--- config.mk ---
export PLATFORM = sky130hd
export DESIGN_NAME = mdld_decoder
export DESIGN_NICKNAME = d
export VERILOG_FILES = /design/src/mdld_timing_rom.v /design/src/mdld_decoder.v
export VERILOG_INCLUDE_DIRS = /design/src
export SDC_FILE = /design/constraint.sdc
export NUM_CORES = 1
export LEC_CHECK = 0
export BUFFER_PORTS_ARGS = -buffer_cell sky130_fd_sc_hd__buf_4
export CORE_MARGIN = 1
export CORE_UTILIZATION = 42
export DETAILED_ROUTE_END_ITERATION = 8
export GPL_ROUTABILITY_DRIVEN = 0
export GPL_TIMING_DRIVEN = 0
export PLACE_DENSITY = 0.61
export SYNTH_ARGS = -nofsm -noshare
export SYNTH_HDL_FRONTEND = slang
export SYNTH_SLANG_ARGS = --single-unit
--- constraint.sdc ---
create_clock -name ref_clk_i -period 3.1 [get_ports ref_clk_i]
set_input_delay 0.62 -clock ref_clk_i [delete_from_list [all_inputs] [get_ports ref_clk_i]]
set_output_delay 0.62 -clock ref_clk_i [all_outputs]
set_load 0.01 [all_outputs]
--- src/mdld_consts.vh ---
// Constants for the multiply/divide/logic instruction decoder
`ifndef MDLD_CONSTS_VH
`define MDLD_CONSTS_VH
// Opcode patterns (upper bits compared, low bits are w/d/s; the adjust and extend codes are whole bytes)
`define MDLD_OP_GRP3 7'h7B
`define MDLD_OP_IMULI_HI 6'h1A
`define MDLD_OP_ADJP 8'hD4
`define MDLD_OP_ADJQ 8'hD5
`define MDLD_OP_ADJ2 8'h0A
`define MDLD_OP_EXTB 8'h98
`define MDLD_OP_EXTW 8'h99
`define MDLD_OP_SH1 7'h68
`define MDLD_OP_SHCL 7'h69
`define MDLD_OP_SHIMM 7'h60
`define MDLD_OP_AND_RM 6'h08
`define MDLD_OP_AND_ACC 7'h12
`define MDLD_OP_OR_RM 6'h02
`define MDLD_OP_OR_ACC 7'h06
`define MDLD_OP_IMM_GRP 7'h40
`define MDLD_OP_TEST_RM 7'h42
`define MDLD_OP_TEST_ACC 7'h54
// ModRM reg field codes, then the mod code for a register operand
`define MDLD_REG_TEST 3'h0
`define MDLD_REG_OR 3'h1
`define MDLD_REG_NOT 3'h2
`define MDLD_REG_NGT 3'h3
`define MDLD_REG_AND 3'h4
`define MDLD_REG_UMUL 3'h4
`define MDLD_REG_SMUL 3'h5
`define MDLD_REG_DIV 3'h6
`define MDLD_REG_SDIV 3'h7
`define MDLD_MOD_REG 2'h3
// Operation codes driven to the datapath
`define MDLD_OPC_NONE 5'h00
`define MDLD_OPC_SMUL 5'h01
`define MDLD_OPC_IMULI 5'h02
`define MDLD_OPC_DIV 5'h03
`define MDLD_OPC_SDIV 5'h04
`define MDLD_OPC_ADJP 5'h05
`define MDLD_OPC_ADJQ 5'h06
`define MDLD_OPC_EXTB 5'h07
`define MDLD_OPC_EXTW 5'h08
`define MDLD_OPC_AND 5'h09
`define MDLD_OPC_OR 5'h0A
`define MDLD_OPC_TEST 5'h0B
`define MDLD_OPC_SHIFT 5'h0C
`define MDLD_OPC_UMUL 5'h0D
`define MDLD_OPC_NGT 5'h0E
`define MDLD_OPC_NOT 5'h0F
// Clock counts: {word mem, byte mem, word reg, byte reg} minimum / maximum
`define MDLD_T_SMUL_MIN 32'h281F2219
`define MDLD_T_SMUL_MAX 32'h2B22251C
`define MDLD_T_UMUL_MIN 32'h2920231A
`define MDLD_T_UMUL_MAX 32'h2B22251C
`define MDLD_T_DIV 32'h2C23261D
`define MDLD_T_SDIV_MIN 32'h3B32352C
`define MDLD_T_SDIV_MAX 32'h433A3D34
`define MDLD_T_IMULI_REG_MIN 8'h16
`define MDLD_T_IMULI_REG_MAX 8'h19
`define MDLD_T_IMULI_MEM_MIN 8'h1D
`define MDLD_T_IMULI_MEM_MAX 8'h20
`define MDLD_T_ADJP 8'h13
`define MDLD_T_ADJQ 8'h0F
`define MDLD_T_EXTB 8'h02
`define MDLD_T_EXTW 8'h04
`define MDLD_T_RM_REG 8'h03
`define MDLD_T_RM_MEM 8'h0A
`define MDLD_T_IMM_REG 8'h04
`define MDLD_T_IMM_MEM 8'h10
`define MDLD_T_ACC_B 8'h03
`define MDLD_T_ACC_W 8'h04
`define MDLD_T_TEST_IMM_MEM 8'h0A
`define MDLD_T_SH1_REG 8'h02
`define MDLD_T_SH1_MEM 8'h0F
`define MDLD_T_SHN_REG 8'h05
`define MDLD_T_SHN_MEM 8'h11
`endif

--- src/mdld_timing_rom.v ---
// Small registered table of clock-count limits for the grp3 multiply/divide forms
`timescale 1ns/1ps
`include "mdld_consts.vh"
module mdld_timing_rom (
    input wire ref_clk_i,
    input wire rst_n_i,
    input wire [2:0] sel_i,
    input wire [1:0] form_i,
    output reg [7:0] min_o,
    output reg [7:0] max_o
);
    // Table packed per kind; index form = {mem, word}
    function [7:0] pick;
        input [31:0] tab;
        input [1:0] f;
        begin
            pick = tab[f*8 +: 8];
        end
    endfunction

    reg [31:0] tmin;
    reg [31:0] tmax;
    always @* begin
        case (sel_i)
            3'h1: begin
                tmin = `MDLD_T_SMUL_MIN;
                tmax = `MDLD_T_SMUL_MAX;
            end
            3'h2: begin
                tmin = `MDLD_T_UMUL_MIN;
                tmax = `MDLD_T_UMUL_MAX;
            end
            3'h3: begin
                tmin = `MDLD_T_DIV;
                tmax = `MDLD_T_DIV;
            end
            3'h4: begin
                tmin = `MDLD_T_SDIV_MIN;
                tmax = `MDLD_T_SDIV_MAX;
            end
            default: begin
                tmin = 32'h00000000;
                tmax = 32'h00000000;
            end
        endcase
    end

    always @(posedge ref_clk_i or negedge rst_n_i) begin
        if (!rst_n_i) begin
            min_o <= 8'h00;
            max_o <= 8'h00;
        end else begin
            min_o <= pick(tmin, form_i);
            max_o <= pick(tmax, form_i);
        end
    end
endmodule // mdld_timing_rom

--- src/mdld_decoder.v ---
// Instruction decoder for multiply, divide, adjust, extend, shift and logic forms
`timescale 1ns/1ps
`include "mdld_consts.vh"

// Functional notes
// RULE1: grp3 reg 101 is signed multiply, timed
// RULE2: 011010s1 immediate multiply; second byte if s=0
// RULE3: grp3 reg 110 is unsigned divide, timed
// RULE4: grp3 reg 111 is signed divide, timed
// RULE5: D4 0A adjust after product, 19 clocks
// RULE6: D5 0A adjust before quotient, 15 clocks
// RULE7: 98 byte to word extend, 2 clocks
// RULE8: 99 word to double extend, 4 clocks
// RULE9: AND three forms with their clock counts
// RULE10: OR three forms with their clock counts
// RULE11: 1000010w test rm with register, 3/10
// RULE12: grp3 reg 000 test immediate, 4/10
// RULE13: 1010100w test accumulator immediate, 3/4
// RULE14: Shift group: by one, count_low_register, immediate
// RULE15: Shift time 2/15, or 5+n/17+n
// RULE16: grp3 reg 100 unsigned multiply, timed
// RULE17: grp3 reg 011 negate, 3/10
// RULE18: grp3 reg 010 invert, 3/10
module mdld_decoder #(
    parameter CNT_W = 8
) (
    input wire ref_clk_i,
    input wire rst_n_i,
    input wire byte_valid_i,
    input wire [7:0] byte_i,
    input wire [7:0] count_low_register_i,
    output reg decode_done_o,
    output reg [4:0] op_code_o,
    output reg word_o,
    output reg mem_o,
    output reg dir_o,
    output reg [2:0] shift_kind_field_o,
    output reg [1:0] imm_bytes_o,
    output reg flags_only_o,
    output reg [CNT_W-1:0] clk_min_o,
    output reg [CNT_W-1:0] clk_max_o,
    output reg [7:0] shift_count_o,
    output reg unknown_o
);
    ////////////////////////////////////////////////////////////////////
    localparam [5:0] S_OP = 6'h01;
    localparam [5:0] S_MODRM = 6'h02;
    localparam [5:0] S_ADJ = 6'h04;
    localparam [5:0] S_IMM = 6'h08;
    localparam [5:0] S_ROM = 6'h10;
    localparam [5:0] S_IMM2 = 6'h20;

    reg [5:0] state;
    reg [7:0] op;
    reg [7:0] modrm;
    reg [1:0] imm_left;
    reg [7:0] first_imm;

    wire [2:0] rf = byte_i[5:3];
    wire is_reg = (byte_i[7:6] == `MDLD_MOD_REG);
    wire w = op[0];

    // Opcodes that need a ModRM byte
    function needs_modrm;
        input [7:0] o;
        begin
            needs_modrm = (o[7:1] == `MDLD_OP_GRP3) ||
                (o[7:2] == `MDLD_OP_IMULI_HI && o[0]) ||
                (o[7:1] == `MDLD_OP_SH1) || (o[7:1] == `MDLD_OP_SHCL) ||
                (o[7:1] == `MDLD_OP_SHIMM) || (o[7:2] == `MDLD_OP_AND_RM) ||
                (o[7:2] == `MDLD_OP_OR_RM) || (o[7:1] == `MDLD_OP_IMM_GRP) ||
                (o[7:1] == `MDLD_OP_TEST_RM);
        end
    endfunction

    function [CNT_W-1:0] rm_time;
        input r;
        input [7:0] treg;
        input [7:0] tmem;
        begin
            rm_time = r ? treg : tmem;
        end
    endfunction

    // Grp3 timing lookup through the registered table
    reg [2:0] rom_sel;
    reg [1:0] rom_form;
    wire [7:0] rom_min;
    wire [7:0] rom_max;
    reg [4:0] rom_op;

    mdld_timing_rom u_rom (
        .ref_clk_i(ref_clk_i),
        .rst_n_i(rst_n_i),
        .sel_i(rom_sel),
        .form_i(rom_form),
        .min_o(rom_min),
        .max_o(rom_max)
    );

    always @* begin
        rom_sel = 3'h0;
        rom_form = {~is_reg, w};
        case (rf)
            `MDLD_REG_SMUL: rom_sel = 3'h1; // RULE1
            `MDLD_REG_UMUL: rom_sel = 3'h2; // RULE16
            `MDLD_REG_DIV: rom_sel = 3'h3; // RULE3
            `MDLD_REG_SDIV: rom_sel = 3'h4; // RULE4
            default: rom_sel = 3'h0;
        endcase
    end

    ////////////////////////////////////////////////////////////////////
    task finish;
        input [4:0] opc;
        input [7:0] tmin;
        input [7:0] tmax;
        begin
            decode_done_o <= 1'b1;
            op_code_o <= opc;
            clk_min_o <= tmin;
            clk_max_o <= tmax;
            state <= S_OP;
        end
    endtask

    always @(posedge ref_clk_i or negedge rst_n_i) begin
        if (!rst_n_i) begin
            state <= S_OP;
            op <= 8'h00;
            modrm <= 8'h00;
            imm_left <= 2'h0;
            first_imm <= 8'h00;
            rom_op <= `MDLD_OPC_NONE;
            decode_done_o <= 1'b0;
            op_code_o <= `MDLD_OPC_NONE;
            word_o <= 1'b0;
            mem_o <= 1'b0;
            dir_o <= 1'b0;
            shift_kind_field_o <= 3'h0;
            imm_bytes_o <= 2'h0;
            flags_only_o <= 1'b0;
            clk_min_o <= {CNT_W{1'b0}};
            clk_max_o <= {CNT_W{1'b0}};
            shift_count_o <= 8'h00;
            unknown_o <= 1'b0;
        end else begin
            decode_done_o <= 1'b0;
            unknown_o <= 1'b0;
            case (state)
                S_OP: if (byte_valid_i) begin
                    op <= byte_i;
                    word_o <= byte_i[0];
                    dir_o <= byte_i[1];
                    mem_o <= 1'b0;
                    flags_only_o <= 1'b0;
                    imm_bytes_o <= 2'h0;
                    shift_count_o <= 8'h00;
                    if (needs_modrm(byte_i))
                        state <= S_MODRM;
                    else if (byte_i == `MDLD_OP_ADJP || byte_i == `MDLD_OP_ADJQ)
                        state <= S_ADJ; // RULE5 RULE6
                    else if (byte_i == `MDLD_OP_EXTB)
                        finish(`MDLD_OPC_EXTB, `MDLD_T_EXTB, `MDLD_T_EXTB); // RULE7
                    else if (byte_i == `MDLD_OP_EXTW)
                        finish(`MDLD_OPC_EXTW, `MDLD_T_EXTW, `MDLD_T_EXTW); // RULE8
                    else if (byte_i[7:1] == `MDLD_OP_AND_ACC ||
                             byte_i[7:1] == `MDLD_OP_OR_ACC ||
                             byte_i[7:1] == `MDLD_OP_TEST_ACC) begin
                        // Accumulator immediate forms; word takes a second byte
                        imm_bytes_o <= byte_i[0] ? 2'h2 : 2'h1; // RULE9 RULE10 RULE13
                        imm_left <= byte_i[0] ? 2'h2 : 2'h1;
                        flags_only_o <= (byte_i[7:1] == `MDLD_OP_TEST_ACC); // RULE13
                        state <= S_IMM;
                    end else begin
                        unknown_o <= 1'b1;
                    end
                end
                S_ADJ: if (byte_valid_i) begin
                    // Only the 0A second byte is recognised
                    if (byte_i != `MDLD_OP_ADJ2) begin
                        unknown_o <= 1'b1;
                        state <= S_OP;
                    end else if (op == `MDLD_OP_ADJP)
                        finish(`MDLD_OPC_ADJP, `MDLD_T_ADJP, `MDLD_T_ADJP); // RULE5
                    else
                        finish(`MDLD_OPC_ADJQ, `MDLD_T_ADJQ, `MDLD_T_ADJQ); // RULE6
                end
                S_MODRM: if (byte_valid_i) begin
                    modrm <= byte_i;
                    mem_o <= ~is_reg;
                    shift_kind_field_o <= rf;
                    if (op[7:1] == `MDLD_OP_GRP3) begin
                        case (rf)
                            `MDLD_REG_TEST: begin
                                imm_bytes_o <= w ? 2'h2 : 2'h1; // RULE12
                                imm_left <= w ? 2'h2 : 2'h1;
                                flags_only_o <= 1'b1;
                                state <= S_IMM;
                            end
                            `MDLD_REG_NGT: finish(`MDLD_OPC_NGT,
                                rm_time(is_reg, `MDLD_T_RM_REG, `MDLD_T_RM_MEM),
                                rm_time(is_reg, `MDLD_T_RM_REG, `MDLD_T_RM_MEM)); // RULE17
                            `MDLD_REG_NOT: finish(`MDLD_OPC_NOT,
                                rm_time(is_reg, `MDLD_T_RM_REG, `MDLD_T_RM_MEM),
                                rm_time(is_reg, `MDLD_T_RM_REG, `MDLD_T_RM_MEM)); // RULE18
                            `MDLD_REG_UMUL, `MDLD_REG_SMUL, `MDLD_REG_DIV,
                            `MDLD_REG_SDIV: begin
                                // Table answers one cycle later
                                rom_op <= (rf == `MDLD_REG_SMUL) ? `MDLD_OPC_SMUL :
                                    (rf == `MDLD_REG_UMUL) ? `MDLD_OPC_UMUL :
                                    (rf == `MDLD_REG_DIV) ? `MDLD_OPC_DIV :
                                    `MDLD_OPC_SDIV; // RULE1 RULE3 RULE4 RULE16
                                state <= S_ROM;
                            end
                            default: begin
                                // Reg 001 has no operation; a zero-time answer would mislead
                                unknown_o <= 1'b1;
                                state <= S_OP;
                            end
                        endcase
                    end else if (op[7:2] == `MDLD_OP_IMULI_HI) begin
                        imm_bytes_o <= op[1] ? 2'h1 : 2'h2; // RULE2
                        imm_left <= op[1] ? 2'h1 : 2'h2;
                        state <= S_IMM;
                    end else if (op[7:1] == `MDLD_OP_SH1) begin
                        shift_count_o <= 8'h01;
                        finish(`MDLD_OPC_SHIFT,
                            rm_time(is_reg, `MDLD_T_SH1_REG, `MDLD_T_SH1_MEM),
                            rm_time(is_reg, `MDLD_T_SH1_REG, `MDLD_T_SH1_MEM)); // RULE14 RULE15
                    end else if (op[7:1] == `MDLD_OP_SHCL) begin
                        shift_count_o <= count_low_register_i;
                        finish(`MDLD_OPC_SHIFT,
                            rm_time(is_reg, `MDLD_T_SHN_REG, `MDLD_T_SHN_MEM) +
                                count_low_register_i,
                            rm_time(is_reg, `MDLD_T_SHN_REG, `MDLD_T_SHN_MEM) +
                                count_low_register_i); // RULE14 RULE15
                    end else if (op[7:1] == `MDLD_OP_SHIMM) begin
                        imm_bytes_o <= 2'h1; // RULE14
                        imm_left <= 2'h1;
                        state <= S_IMM;
                    end else if (op[7:1] == `MDLD_OP_IMM_GRP) begin
                        // Only AND and OR reg codes belong to this block
                        if (rf == `MDLD_REG_AND || rf == `MDLD_REG_OR) begin
                            imm_bytes_o <= w ? 2'h2 : 2'h1; // RULE9 RULE10
                            imm_left <= w ? 2'h2 : 2'h1;
                            state <= S_IMM;
                        end else begin
                            unknown_o <= 1'b1;
                            state <= S_OP;
                        end
                    end else if (op[7:1] == `MDLD_OP_TEST_RM) begin
                        flags_only_o <= 1'b1;
                        finish(`MDLD_OPC_TEST,
                            rm_time(is_reg, `MDLD_T_RM_REG, `MDLD_T_RM_MEM),
                            rm_time(is_reg, `MDLD_T_RM_REG, `MDLD_T_RM_MEM)); // RULE11
                    end else begin
                        finish((op[7:2] == `MDLD_OP_AND_RM) ? `MDLD_OPC_AND : `MDLD_OPC_OR,
                            rm_time(is_reg, `MDLD_T_RM_REG, `MDLD_T_RM_MEM),
                            rm_time(is_reg, `MDLD_T_RM_REG, `MDLD_T_RM_MEM)); // RULE9 RULE10
                    end
                end
                S_ROM:
                    finish(rom_op, rom_min, rom_max); // RULE1 RULE3 RULE4 RULE16
                S_IMM: if (byte_valid_i) begin
                    if (imm_left == 2'h2) begin
                        first_imm <= byte_i;
                        imm_left <= 2'h1;
                    end else begin
                        state <= S_IMM2;
                        first_imm <= byte_i;
                    end
                end
                S_IMM2: begin
                    // All immediates taken; pick times from the form
                    if (op[7:1] == `MDLD_OP_SHIMM) begin
                        shift_count_o <= first_imm;
                        finish(`MDLD_OPC_SHIFT,
                            rm_time(~mem_o, `MDLD_T_SHN_REG, `MDLD_T_SHN_MEM) + first_imm,
                            rm_time(~mem_o, `MDLD_T_SHN_REG, `MDLD_T_SHN_MEM) +
                                first_imm); // RULE15
                    end else if (op[7:2] == `MDLD_OP_IMULI_HI)
                        finish(`MDLD_OPC_IMULI,
                            rm_time(~mem_o, `MDLD_T_IMULI_REG_MIN, `MDLD_T_IMULI_MEM_MIN),
                            rm_time(~mem_o, `MDLD_T_IMULI_REG_MAX,
                                `MDLD_T_IMULI_MEM_MAX)); // RULE2
                    else if (op[7:1] == `MDLD_OP_GRP3)
                        finish(`MDLD_OPC_TEST,
                            rm_time(~mem_o, `MDLD_T_IMM_REG, `MDLD_T_TEST_IMM_MEM),
                            rm_time(~mem_o, `MDLD_T_IMM_REG, `MDLD_T_TEST_IMM_MEM)); // RULE12
                    else if (op[7:1] == `MDLD_OP_IMM_GRP)
                        finish((modrm[5:3] == `MDLD_REG_AND) ? `MDLD_OPC_AND : `MDLD_OPC_OR,
                            rm_time(~mem_o, `MDLD_T_IMM_REG, `MDLD_T_IMM_MEM),
                            rm_time(~mem_o, `MDLD_T_IMM_REG, `MDLD_T_IMM_MEM)); // RULE9 RULE10
                    else
                        finish((op[7:1] == `MDLD_OP_AND_ACC) ? `MDLD_OPC_AND :
                            (op[7:1] == `MDLD_OP_OR_ACC) ? `MDLD_OPC_OR : `MDLD_OPC_TEST,
                            w ? `MDLD_T_ACC_W : `MDLD_T_ACC_B,
                            w ? `MDLD_T_ACC_W : `MDLD_T_ACC_B); // RULE9 RULE10 RULE13
                end
                default: state <= S_OP;
            endcase
        end
    end
endmodule // mdld_decoder

==> summary.md, run 1 <==
| Metric | Value |
|---|---|
| Clock skew | 13.37 ps |
| Placed Instances | 728 |
| Height of the die | 109.2 um |
| DRC errors left | 0 |
| Worst skew pair latency | 360 ps |
| Worst hold margin | 429.9 ps |
| Final setup violation count | 0 |
| Sequential Power Share | 0.361 |
| Synth top area share | 0.3937 |
| Antenna violations before repair | 0 |
| CP Launch Type | input port |
| Pint | 2.572 mW |
| Final Cycle Share | 0.9365 |
| CTS Buf Count | 9 |
| Final Max Slew Viols | 0 |
| Kind of cell adding the most delay to the critical path | compound AO/OA/AOI/OAI gates |
| Clock power share | 0.258 |
| Commonest cells in the netlist | dfrtp_1, nand2_1, nor2_1, clkbuf_1, a21oi_1 |
| Buf+Inv Stages, Crit Path | 3 |
| Vias per cell | 6.121 |
| Die area | 11930 um2 |
| # hold bufs at CTS | 0 |
| Reg2reg path depth | 7 |
| Crit path time final | 2903 ps |
| Post-route ant nets | 0 |
| Initial Util | 0.4380 |
| CTS HTree Levels | 3 |
| Share of layout cells above drive strength 1 | 0.1970 |
| CTS tree | done |
| R2r setup slk | 320 ps |
| Ranking of synthesized cells by area | dfrtp_1, nand2_1, mux2_2 |
| Peak Freq | 344.5 MHz |
| Seq/Total Area, Yosys | 0.3991 |
| Synth warn | 0 |
| Critical path class | input port to register |
| Gr usage total | 0.2702 |
| Reg-to-Reg Start | op[6] |
| RSZ-0062 raised after global routing | no |
| Power Density | 729.2 nW/um2 |
| TritonRoute pass-1 iters | 6 |
| Number of diodes | 0 |
| Worst r2r dst | imm_left[0] |
| Worst EP arrival | 3150 ps |
| Largest net degree at the start of global routing | 78 |
| Final WL | 15090 um |
| Synthesized flop and latch total | 77 |
| Postcts setup bufs | 0 |
| WL/cell | 20.28 um |
| Post-Syn Area | 4831 um2 |
| CP max stage delay | 410 ps |
| Pleak | 2.397 nW |
| CP max FO | 10 |
| Post-layout util | 0.5169 |
| Area leader, netlist | dfrtp_1 |
| Most numerous cell in the Yosys netlist | dfrtp_1 |
| Crit. End Element | register |
| IO Count | 59 |
| Clock Pin Slew Worst Setup and Hold Paths | 60 ps |
| Clk sinks | 77 |
| Via count | 4554 |
| Global-route wire length before repair | 23780 um |
| Top FF cell, synth | dfrtp_1 |
| CP max-delay cell | clkbuf_1 |
| Congestion Overflow GR | 0 |
| Unique cell type count in the Yosys netlist | 83 |
| Final HPWL DP | 11040 um |
| Comb power frac | 0.381 |
| Synthesized area per cell | 9.030 um2 |
| Final Non-Filler Cells | 744 |
| Filler cells | 1074 |
| Worst hold path type | input port to async pin |
| Number of synthesized flops with an enable pin | 0 |
| Slew @ Worst Pin | 981.8 ps |
| Req. time, crit path | 3340 ps |
| Area grow syn2layout | 18.03% |
| Site Rows | 38 |
| Worst rel slew slack | 0.3454 |
| Number of I/O port buffers | 53 |
| Post-Syn Nets | 560 |
| Sw Pwr | 1.586 mW |
| CTS resizes | 0 |
| CTS max path bufs | 2 |
| Switching Fraction | 0.3814 |
| Iter 0 DRT Violations | 492 |
| Core area | 11030 um2 |
| Final Hold Viols | 0 |
| Max cap viols | 0 |
| Cell Chain, Critical Path | buf_2, nand2_1, inv_1, clkbuf_1, ha_1, a31o_2, a31oi_1, xor2_1, o22a_1, a21oi_1, a21o_1 |
| Peak supply drop | 0.3968 mV |
| Setup_tns | 0 ps |
| Synth async-reset ratio | 1.000 |
| Die W | 109.2 um |
| Root buffer cell | clkbuf_16 |
| Outcome | complete, no violations |
| Mapped Cells | 535 |
| Final nets | 624 |
| Vias in the first global route | 4352 |
[cells by family (layout without fill, tap and decap cells)]
family / count (synthesis) / count (layout) / synth area share
XOR/XNOR: 20 / 20 / 0.03626
AND/OR/NAND/NOR: 199 / 199 / 0.2170
buffers and inverters: 52 / 121 / 0.04869
AO/OA/AOI/OAI: 160 / 160 / 0.2362
other: 1 / 1 / 0.0007763
flip-flops: 77 / 77 / 0.3991
multiplexers: 20 / 20 / 0.04636
adder cells (fa/ha/maj): 6 / 6 / 0.01554
[per-stage QoR]
step | cell area [um2] | setup WS, ps | total power, mW
2_1_floorplan | 4831 | 423.1 | 2.488
3_3_place_gp | 5404 | -71.38 | 3.039
3_5_place_dp | 5404 | -128.1 | 3.066
4_1_cts | 5702 | 222.7 | 4.144
5_1_grt | 5702 | 9.706 | 4.389
6_report | 5702 | 196.9 | 4.158
[area by class of cell]
type | instances | area (um2) | share of cell area
multi-input cells | 406 | 2668 | 0.4679
flip-flops and latches | 77 | 1928 | 0.3382
repair buffers | 53 | 397.9 | 0.06978
clock buffers | 9 | 225.2 | 0.03950
plain buffers | 44 | 205.2 | 0.03599
well taps | 140 | 175.2 | 0.03072
clock inverters | 7 | 72.57 | 0.01273
inverters | 8 | 30.03 | 0.005267
[per-layer routing]
layer  up-vias  share of wire  global-route usage
li1       2103              -                   -
met1      2189           0.44              0.3762
met2       223           0.45              0.4012
met3        39          0.076             0.04543
met4         0          0.033              0.1400
met5         -              0                   0
[power by group through the flow]
| stage | clock (mW) | sequential [mW] | combinational (mW) |
|---|---|---|---|
| final | 1.07 | 1.50 | 1.59 |
| after global routing | 1.12 | 1.53 | 1.73 |
| after CTS | 1.09 | 1.50 | 1.56 |
| after detailed placement | 0 | 1.51 | 1.55 |
| after global placement | 0 | 1.50 | 1.53 |
| after floorplan | 0 | 1.52 | 0.970 |
[worst max-delay path by stage]
stage | cells after the start | start | end
6_report | 11 | byte_i[6] | clk_max_o[5]
5_1_grt | 11 | byte_i[6] | clk_max_o[5]
4_1_cts | 11 | byte_i[6] | clk_max_o[5]
3_5_place_dp | 11 | byte_i[6] | clk_max_o[5]
3_3_place_gp | 11 | byte_i[6] | clk_max_o[5]
2_1_floorplan | 11 | byte_i[6] | clk_max_o[5]
[flip-flops by register name, summed over array words and instances (netlist names), 2 cells and up]
name and count:
clk_min_o 8, first_imm 8, op 8, shift_count_o 8, clk_max_o 7, u_rom.max_o 7, state 6, u_rom.min_o 6
op_code_o 4, rom_op 4, imm_bytes_o 2, imm_left 2, shift_kind_field_o 2
[placed cells by master, fill, tap and decap left out, types with 7 or more instances in the layout]
cell type,count
buf_4,56
dfrtp_1,76
clkbuf_1,30
nor2_1,41
a211oi_1,7
nand2_1,60
a21oi_1,29
o21ai_0,26
nand3_1,11
clkbuf_16,9
nor3_1,14
xor2_1,7
and2_1,11
nand2b_1,7
a22oi_1,12
o21ai_1,11
xnor2_1,13
mux2_2,17
Power figures use the tool's default switching activity.
==> run 2: changes to the inputs <==
CORE_ASPECT_RATIO = 1.1   (was default)
==> summary.md, run 2 (synthesized netlist as in run 1, its figures left out) <==
| Metric | Value |
|---|---|
| Filler cells | 1043 (-2.9%) |
| Switching Fraction | 0.3812 (about the same) |
| Max cap viols | 0 (unchanged) |
| Final Cycle Share | 0.9122 (-0.02429) |
| Iter 0 DRT Violations | 534 (+8.5%) |
| CP max-delay cell | clkbuf_1 |
| Final Max Slew Viols | 0 (unchanged) |
| Final WL | 14880 um (-1.4%) |
| WL/cell | 19.81 um (-2.3%) |
| Final Non-Filler Cells | 751 (+0.94%) |
| Peak Freq | 353.6 MHz (+2.7%) |
| Final setup violation count | 0 (unchanged) |
| Via count | 4524 (-0.66%) |
| R2r setup slk | 360 ps (+40 ps) |
| Largest net degree at the start of global routing | 78 (unchanged) |
| Area grow syn2layout | 18.41% |
| Worst hold margin | 438.9 ps (+8.970 ps) |
| Buf+Inv Stages, Crit Path | 3 (unchanged) |
| Number of I/O port buffers | 53 (unchanged) |
| Postcts setup bufs | 0 (unchanged) |
| Clock skew | 6.813 ps (-6.553 ps) |
| CP Launch Type | input port |
| CTS resizes | 0 (unchanged) |
| CP max stage delay | 400 ps (about the same) |
| Final std cell area, no fill | 5720 um2 (+0.33%) |
| TritonRoute pass-1 iters | 7 (+1) |
| Final Hold Viols | 0 (unchanged) |
| Met2 wire length | 6737 um (about the same) |
| Peak supply drop | 0.3406 mV (-14%) |
| Comb power frac | 0.377 (-0.004) |
| CTS Buf Count | 9 (unchanged) |
| Most frequent cells in the layout | dfrtp_1, nand2_1, buf_4 |
| Slew @ Worst Pin | 986.1 ps (+4.276 ps) |
| CP max FO | 10 (unchanged) |
| Clk sinks | 77 (unchanged) |
| Worst EP arrival | 3070 ps (-80 ps) |
| # hold bufs at CTS | 0 (unchanged) |
| Die area | 11940 um2 (about the same) |
| CTS HTree Levels | 3 (unchanged) |
| RSZ-0062 raised after global routing | no |
| Share of layout cells above drive strength 1 | 0.1970 (unchanged) |
| Sequential Power Share | 0.359 (-0.002) |
| Area post-placement | 5413 um2 (+0.16%) |
| Setup WS post-layout | 272.2 ps (+75.30 ps) |
| Worst hold path type | input port to async pin |
| Clock Pin Slew Worst Setup and Hold Paths | 70 ps (about the same) |
| Vias per cell | 6.024 (-1.6%) |
| Gr usage total | 0.2571 (-0.01315) |
| Cell Chain, Critical Path | buf_2, nand2_1, inv_1, clkbuf_1, ha_1, a31o_2, a31oi_1, xor2_1, o22a_1, a21oi_1, a21o_1 |
| Global-route wire length before repair | 23440 um (-1.5%) |
| CTS max path bufs | 2 (unchanged) |
| Pint | 2.581 mW (+0.35%) |
| Vias in the first global route | 4259 (-2.1%) |
| Congestion Overflow GR | 0 (unchanged) |
| Crit path time final | 2828 ps (-75.30 ps) |
| Req. time, crit path | 3340 ps (about the same) |
| Met1 WL | 6440 um (-4.1%) |
| Most common cell after layout, fill and taps aside | dfrtp_1 |
| Crit. End Element | register |
| Post-route ant nets | 0 (unchanged) |
| Critical path class | input port to register |
| Setup_tns | 0 ps (unchanged) |
| Pre-CTS setup slack | -55.60 ps (+72.46 ps) |
| Sw Pwr | 1.590 mW (+0.25%) |
| Number of diodes | 0 (unchanged) |
| Die W | 104.3 um (-4.6%) |
| Initial Util | 0.4368 (-0.001189) |
| Top Layer Used | met4 |
| Height of the die | 114.5 um (+4.8%) |
| Clock power share | 0.264 (+0.006) |
| Outcome | complete, no violations |
| Final nets | 624 (unchanged) |
| Worst rel slew slack | 0.3426 (-0.002850) |
| CTS tree | done |
| Worst skew pair latency | 350 ps (about the same) |
| Site Rows | 40 (+5.3%) |
| IO Count | 59 (unchanged) |
| DRC errors left | 0 (unchanged) |
| Root buffer cell | clkbuf_16 |
| Kind of cell adding the most delay to the critical path | compound AO/OA/AOI/OAI gates |
| Core area | 11060 um2 (+0.27%) |
| Pleak | 2.399 nW (about the same) |
| Final HPWL DP | 10930 um (-0.96%) |
| Power Density | 729.1 nW/um2 (about the same) |
| Antenna violations before repair | 0 (unchanged) |
| Metal3 WL | 1089 um (-4.5%) |
| Placed Instances | 735 (+0.96%) |
-- run 2: path summary, 6_finish.rpt --
path,start,endpoint,depth (start not counted)
setup / recovery,byte_i[6],clk_max_o[5],11
hold / removal,rst_n_i,state[5],1
setup reg to reg,state[5],modrm[5],7
hold reg to reg,op_code_o[2],op_code_o[2],1
max in group asynchronous,rst_n_i,shift_count_o[7],1
min in group ref_clk_i,op_code_o[2],op_code_o[2],1
-- run 2: stage by stage --
stage	power, mW	utilization
floorplan	2.488	-
global placement	3.031	0.4894
detailed placement	3.053	0.4894
CTS	4.159	0.5172
global route	4.399	0.5172
finish	4.171	0.5172
-- run 2: area by class of cell --
class	count	area (um2)	share of cell area
multi-input cells	406	2668	0.4663
flip-flops and latches	77	1928	0.3371
inverters	8	30.03	0.005249
clock inverters	7	82.58	0.01444
repair buffers	53	397.9	0.06955
clock buffers	9	225.2	0.03937
plain buffers	44	205.2	0.03587
well taps	147	183.9	0.03215
-- run 2: worst reg2reg max path, stage by stage, from the launching register on --
cell	delay, ps
dfrtp_1	360
clkbuf_1	190
nor3_1	350
and2_1	180
clkbuf_1	360
clkbuf_1	520
nand2_1	330
mux2_2	340
-- run 2: power by group through the flow --
| stage | Sequential, mW | Combinational [mW] | Clock (mW) |
|---|---|---|---|
| global route | 1.54 | 1.71 | 1.15 |
| floorplan | 1.52 | 0.970 | 0 |
| CTS | 1.50 | 1.55 | 1.11 |
| global placement | 1.50 | 1.53 | 0 |
| detailed placement | 1.51 | 1.54 | 0 |
| finish | 1.50 | 1.57 | 1.10 |
-- run 2: layer usage --
layer	GRT usage	up-vias
li1	-	2097
met1	0.3475	2159
met2	0.4049	227
met3	0.03130	41
met4	0.1371	0
met5	0	-
==> run 3: changes to the inputs <==
clock period = 2.9 ns   (was 3.1 ns; I/O delays follow)
==> summary.md, run 3 (synthesized netlist as in run 1, its figures left out) <==
| Metric | Value |
|---|---|
| Final nets | 624 (unchanged) |
| Most frequent cells in the layout | dfrtp_1, nand2_1, buf_4 |
| Placed Instances | 735 (unchanged) |
| IO Count | 59 (unchanged) |
| Clk sinks | 77 (unchanged) |
| Final Max Slew Viols | 0 (unchanged) |
| Area grow syn2layout | 18.57% |
| Power Density | 780.2 nW/um2 (+7.0%) |
| Final WL | 14930 um (+0.37%) |
| Global-route wire length before repair | 23440 um (unchanged) |
| CTS HTree Levels | 3 (unchanged) |
| Height of the die | 114.5 um (unchanged) |
| CP max stage delay | 510 ps (+110 ps) |
| Clock skew | 6.568 ps (-0.2460 ps) |
| CP Launch Type | register |
| Share of layout cells above drive strength 1 | 0.2003 (+0.003311) |
| Congestion Overflow GR | 0 (unchanged) |
| WL/cell | 19.88 um (+0.37%) |
| Worst EP arrival | 2950 ps (-120 ps) |
| Largest net degree at the start of global routing | 78 (unchanged) |
| RSZ-0062 raised after global routing | no |
| Max cap viols | 0 (unchanged) |
| Filler cells | 1041 (-0.19%) |
| R2r setup slk | 170 ps (-190 ps) |
| Post-layout util | 0.5179 (+0.0006780) |
| Most common cell after layout, fill and taps aside | dfrtp_1 |
| Worst hold path type | input port to async pin |
| Clock Pin Slew Worst Setup and Hold Paths | 70 ps (about the same) |
| CP max FO | 9 (-1) |
| Vias per cell | 5.975 (-0.82%) |
| Site Rows | 40 (unchanged) |
| Antenna violations before repair | 0 (unchanged) |
| Final setup violation count | 0 (unchanged) |
| Initial Util | 0.4368 (unchanged) |
| Final Hold Viols | 0 (unchanged) |
| Pleak | 2.404 nW (+0.19%) |
| Die W | 104.3 um (unchanged) |
| Final HPWL DP | 10930 um (unchanged) |
| TritonRoute pass-1 iters | 5 (-2) |
| Number of diodes | 0 (unchanged) |
| Peak Freq | 366.7 MHz |
| Cell Chain, Critical Path | clkbuf_1, inv_1, ha_1, a21oi_1, nor3_1, o32ai_1, a211oi_1, a211oi_1, o21ai_1 |
| Final Non-Filler Cells | 751 (unchanged) |
| Crit. End Element | register |
| Outcome | complete, no violations |
| DRC errors left | 0 (unchanged) |
| Iter 0 DRT Violations | 529 (-0.94%) |
| Final Cycle Share | 0.9404 |
| Worst skew pair latency | 350 ps (about the same) |
| CTS max path bufs | 2 (unchanged) |
| Worst rel slew slack | 0.3406 (-0.002021) |
| CTS Buf Count | 9 (unchanged) |
| Critical path class | register to register |
| CTS tree | done |
| Crit-path most repeated cell | a211oi_1 |
| # hold bufs at CTS | 0 (unchanged) |
| Die area | 11940 um2 (unchanged) |
| Crit path time final | 2727 ps |
| CP max-delay cell | o32ai_1 |
| Core area | 11060 um2 (unchanged) |
| Peak supply drop | 0.3644 mV (+7.0%) |
| Req. time, crit path | 3130 ps (-210 ps) |
| Number of I/O port buffers | 53 (unchanged) |
| Root buffer cell | clkbuf_16 |
| Gr usage total | 0.2571 (unchanged) |
| Via count | 4487 (-0.82%) |
| Vias in the first global route | 4259 (unchanged) |
| Post-route ant nets | 0 (unchanged) |
| Slew @ Worst Pin | 989.1 ps (+3.031 ps) |
[run 3: layout make-up]
class,instances,area (um2),share of cell area
clock inverters,7,82.58,0.01442
multi-input cells,406,2674,0.4668
repair buffers,53,397.9,0.06946
inverters,8,30.03,0.005242
flip-flops and latches,77,1928,0.3366
plain buffers,44,206.4,0.03604
well taps,147,183.9,0.03211
clock buffers,9,225.2,0.03932
[run 3: stage by stage]
stage	total power, mW	setup TNS (ps)	hold WS [ps]	area (um2)	setup slack (ps)
floorplan	2.660	0	284.4	4831	263.1
global placement	3.240	-1165	459.4	5413	-260.1
detailed placement	3.264	-635.5	461.7	5413	-215.6
CTS	4.446	0	447.3	5720	130.7
global route	4.707	0	487.8	5728	24.39
finish	4.469	0	395.9	5728	172.8
[run 3: timing repair]
item                                    4_1_cts  5_1_grt
resized for setup                             0        3
setup buffers                                 0        0
endpoints found under the setup margin        0        2
[run 3: path summary, 6_finish.rpt]
kind                               from          endpoint  cells past startpoint
min reg2reg                op_code_o[2]      op_code_o[2]                      1
min in group ref_clk_i     op_code_o[2]      op_code_o[2]                      1
min                             rst_n_i          state[5]                      1
max                               mem_o      clk_max_o[4]                      9
max reg2reg                       mem_o      clk_max_o[4]                      9
max in group asynchronous       rst_n_i  shift_count_o[7]                      1
[run 3: power by group]
| group | leakage [nW] | total [mW] | internal, mW | switching (mW) |
|---|---|---|---|---|
| clock network | 0.144 | 1.18 | 0.678 | 0.502 |
| logic | 1.26 | 1.68 | 0.716 | 0.967 |
| registers | 1.00 | 1.61 | 1.37 | 0.238 |
[run 3: per-layer routing]
layer,vias to the layer above,routed length [um],global-route usage
met5,-,0,0
met1,2124,6449,0.3475
met4,0,584,0.1371
met2,228,6752,0.4049
li1,2094,-,-
met3,41,1144,0.03130
[run 3: critical path: cells and delay by family, from the launching register on]
kind	cells	cell delay, ps
buffers and inverters	2	570
AND/OR/NAND/NOR	1	80
flip-flops	1	390
AO/OA/AOI/OAI	5	1200
adder cells (fa/ha/maj)	1	370
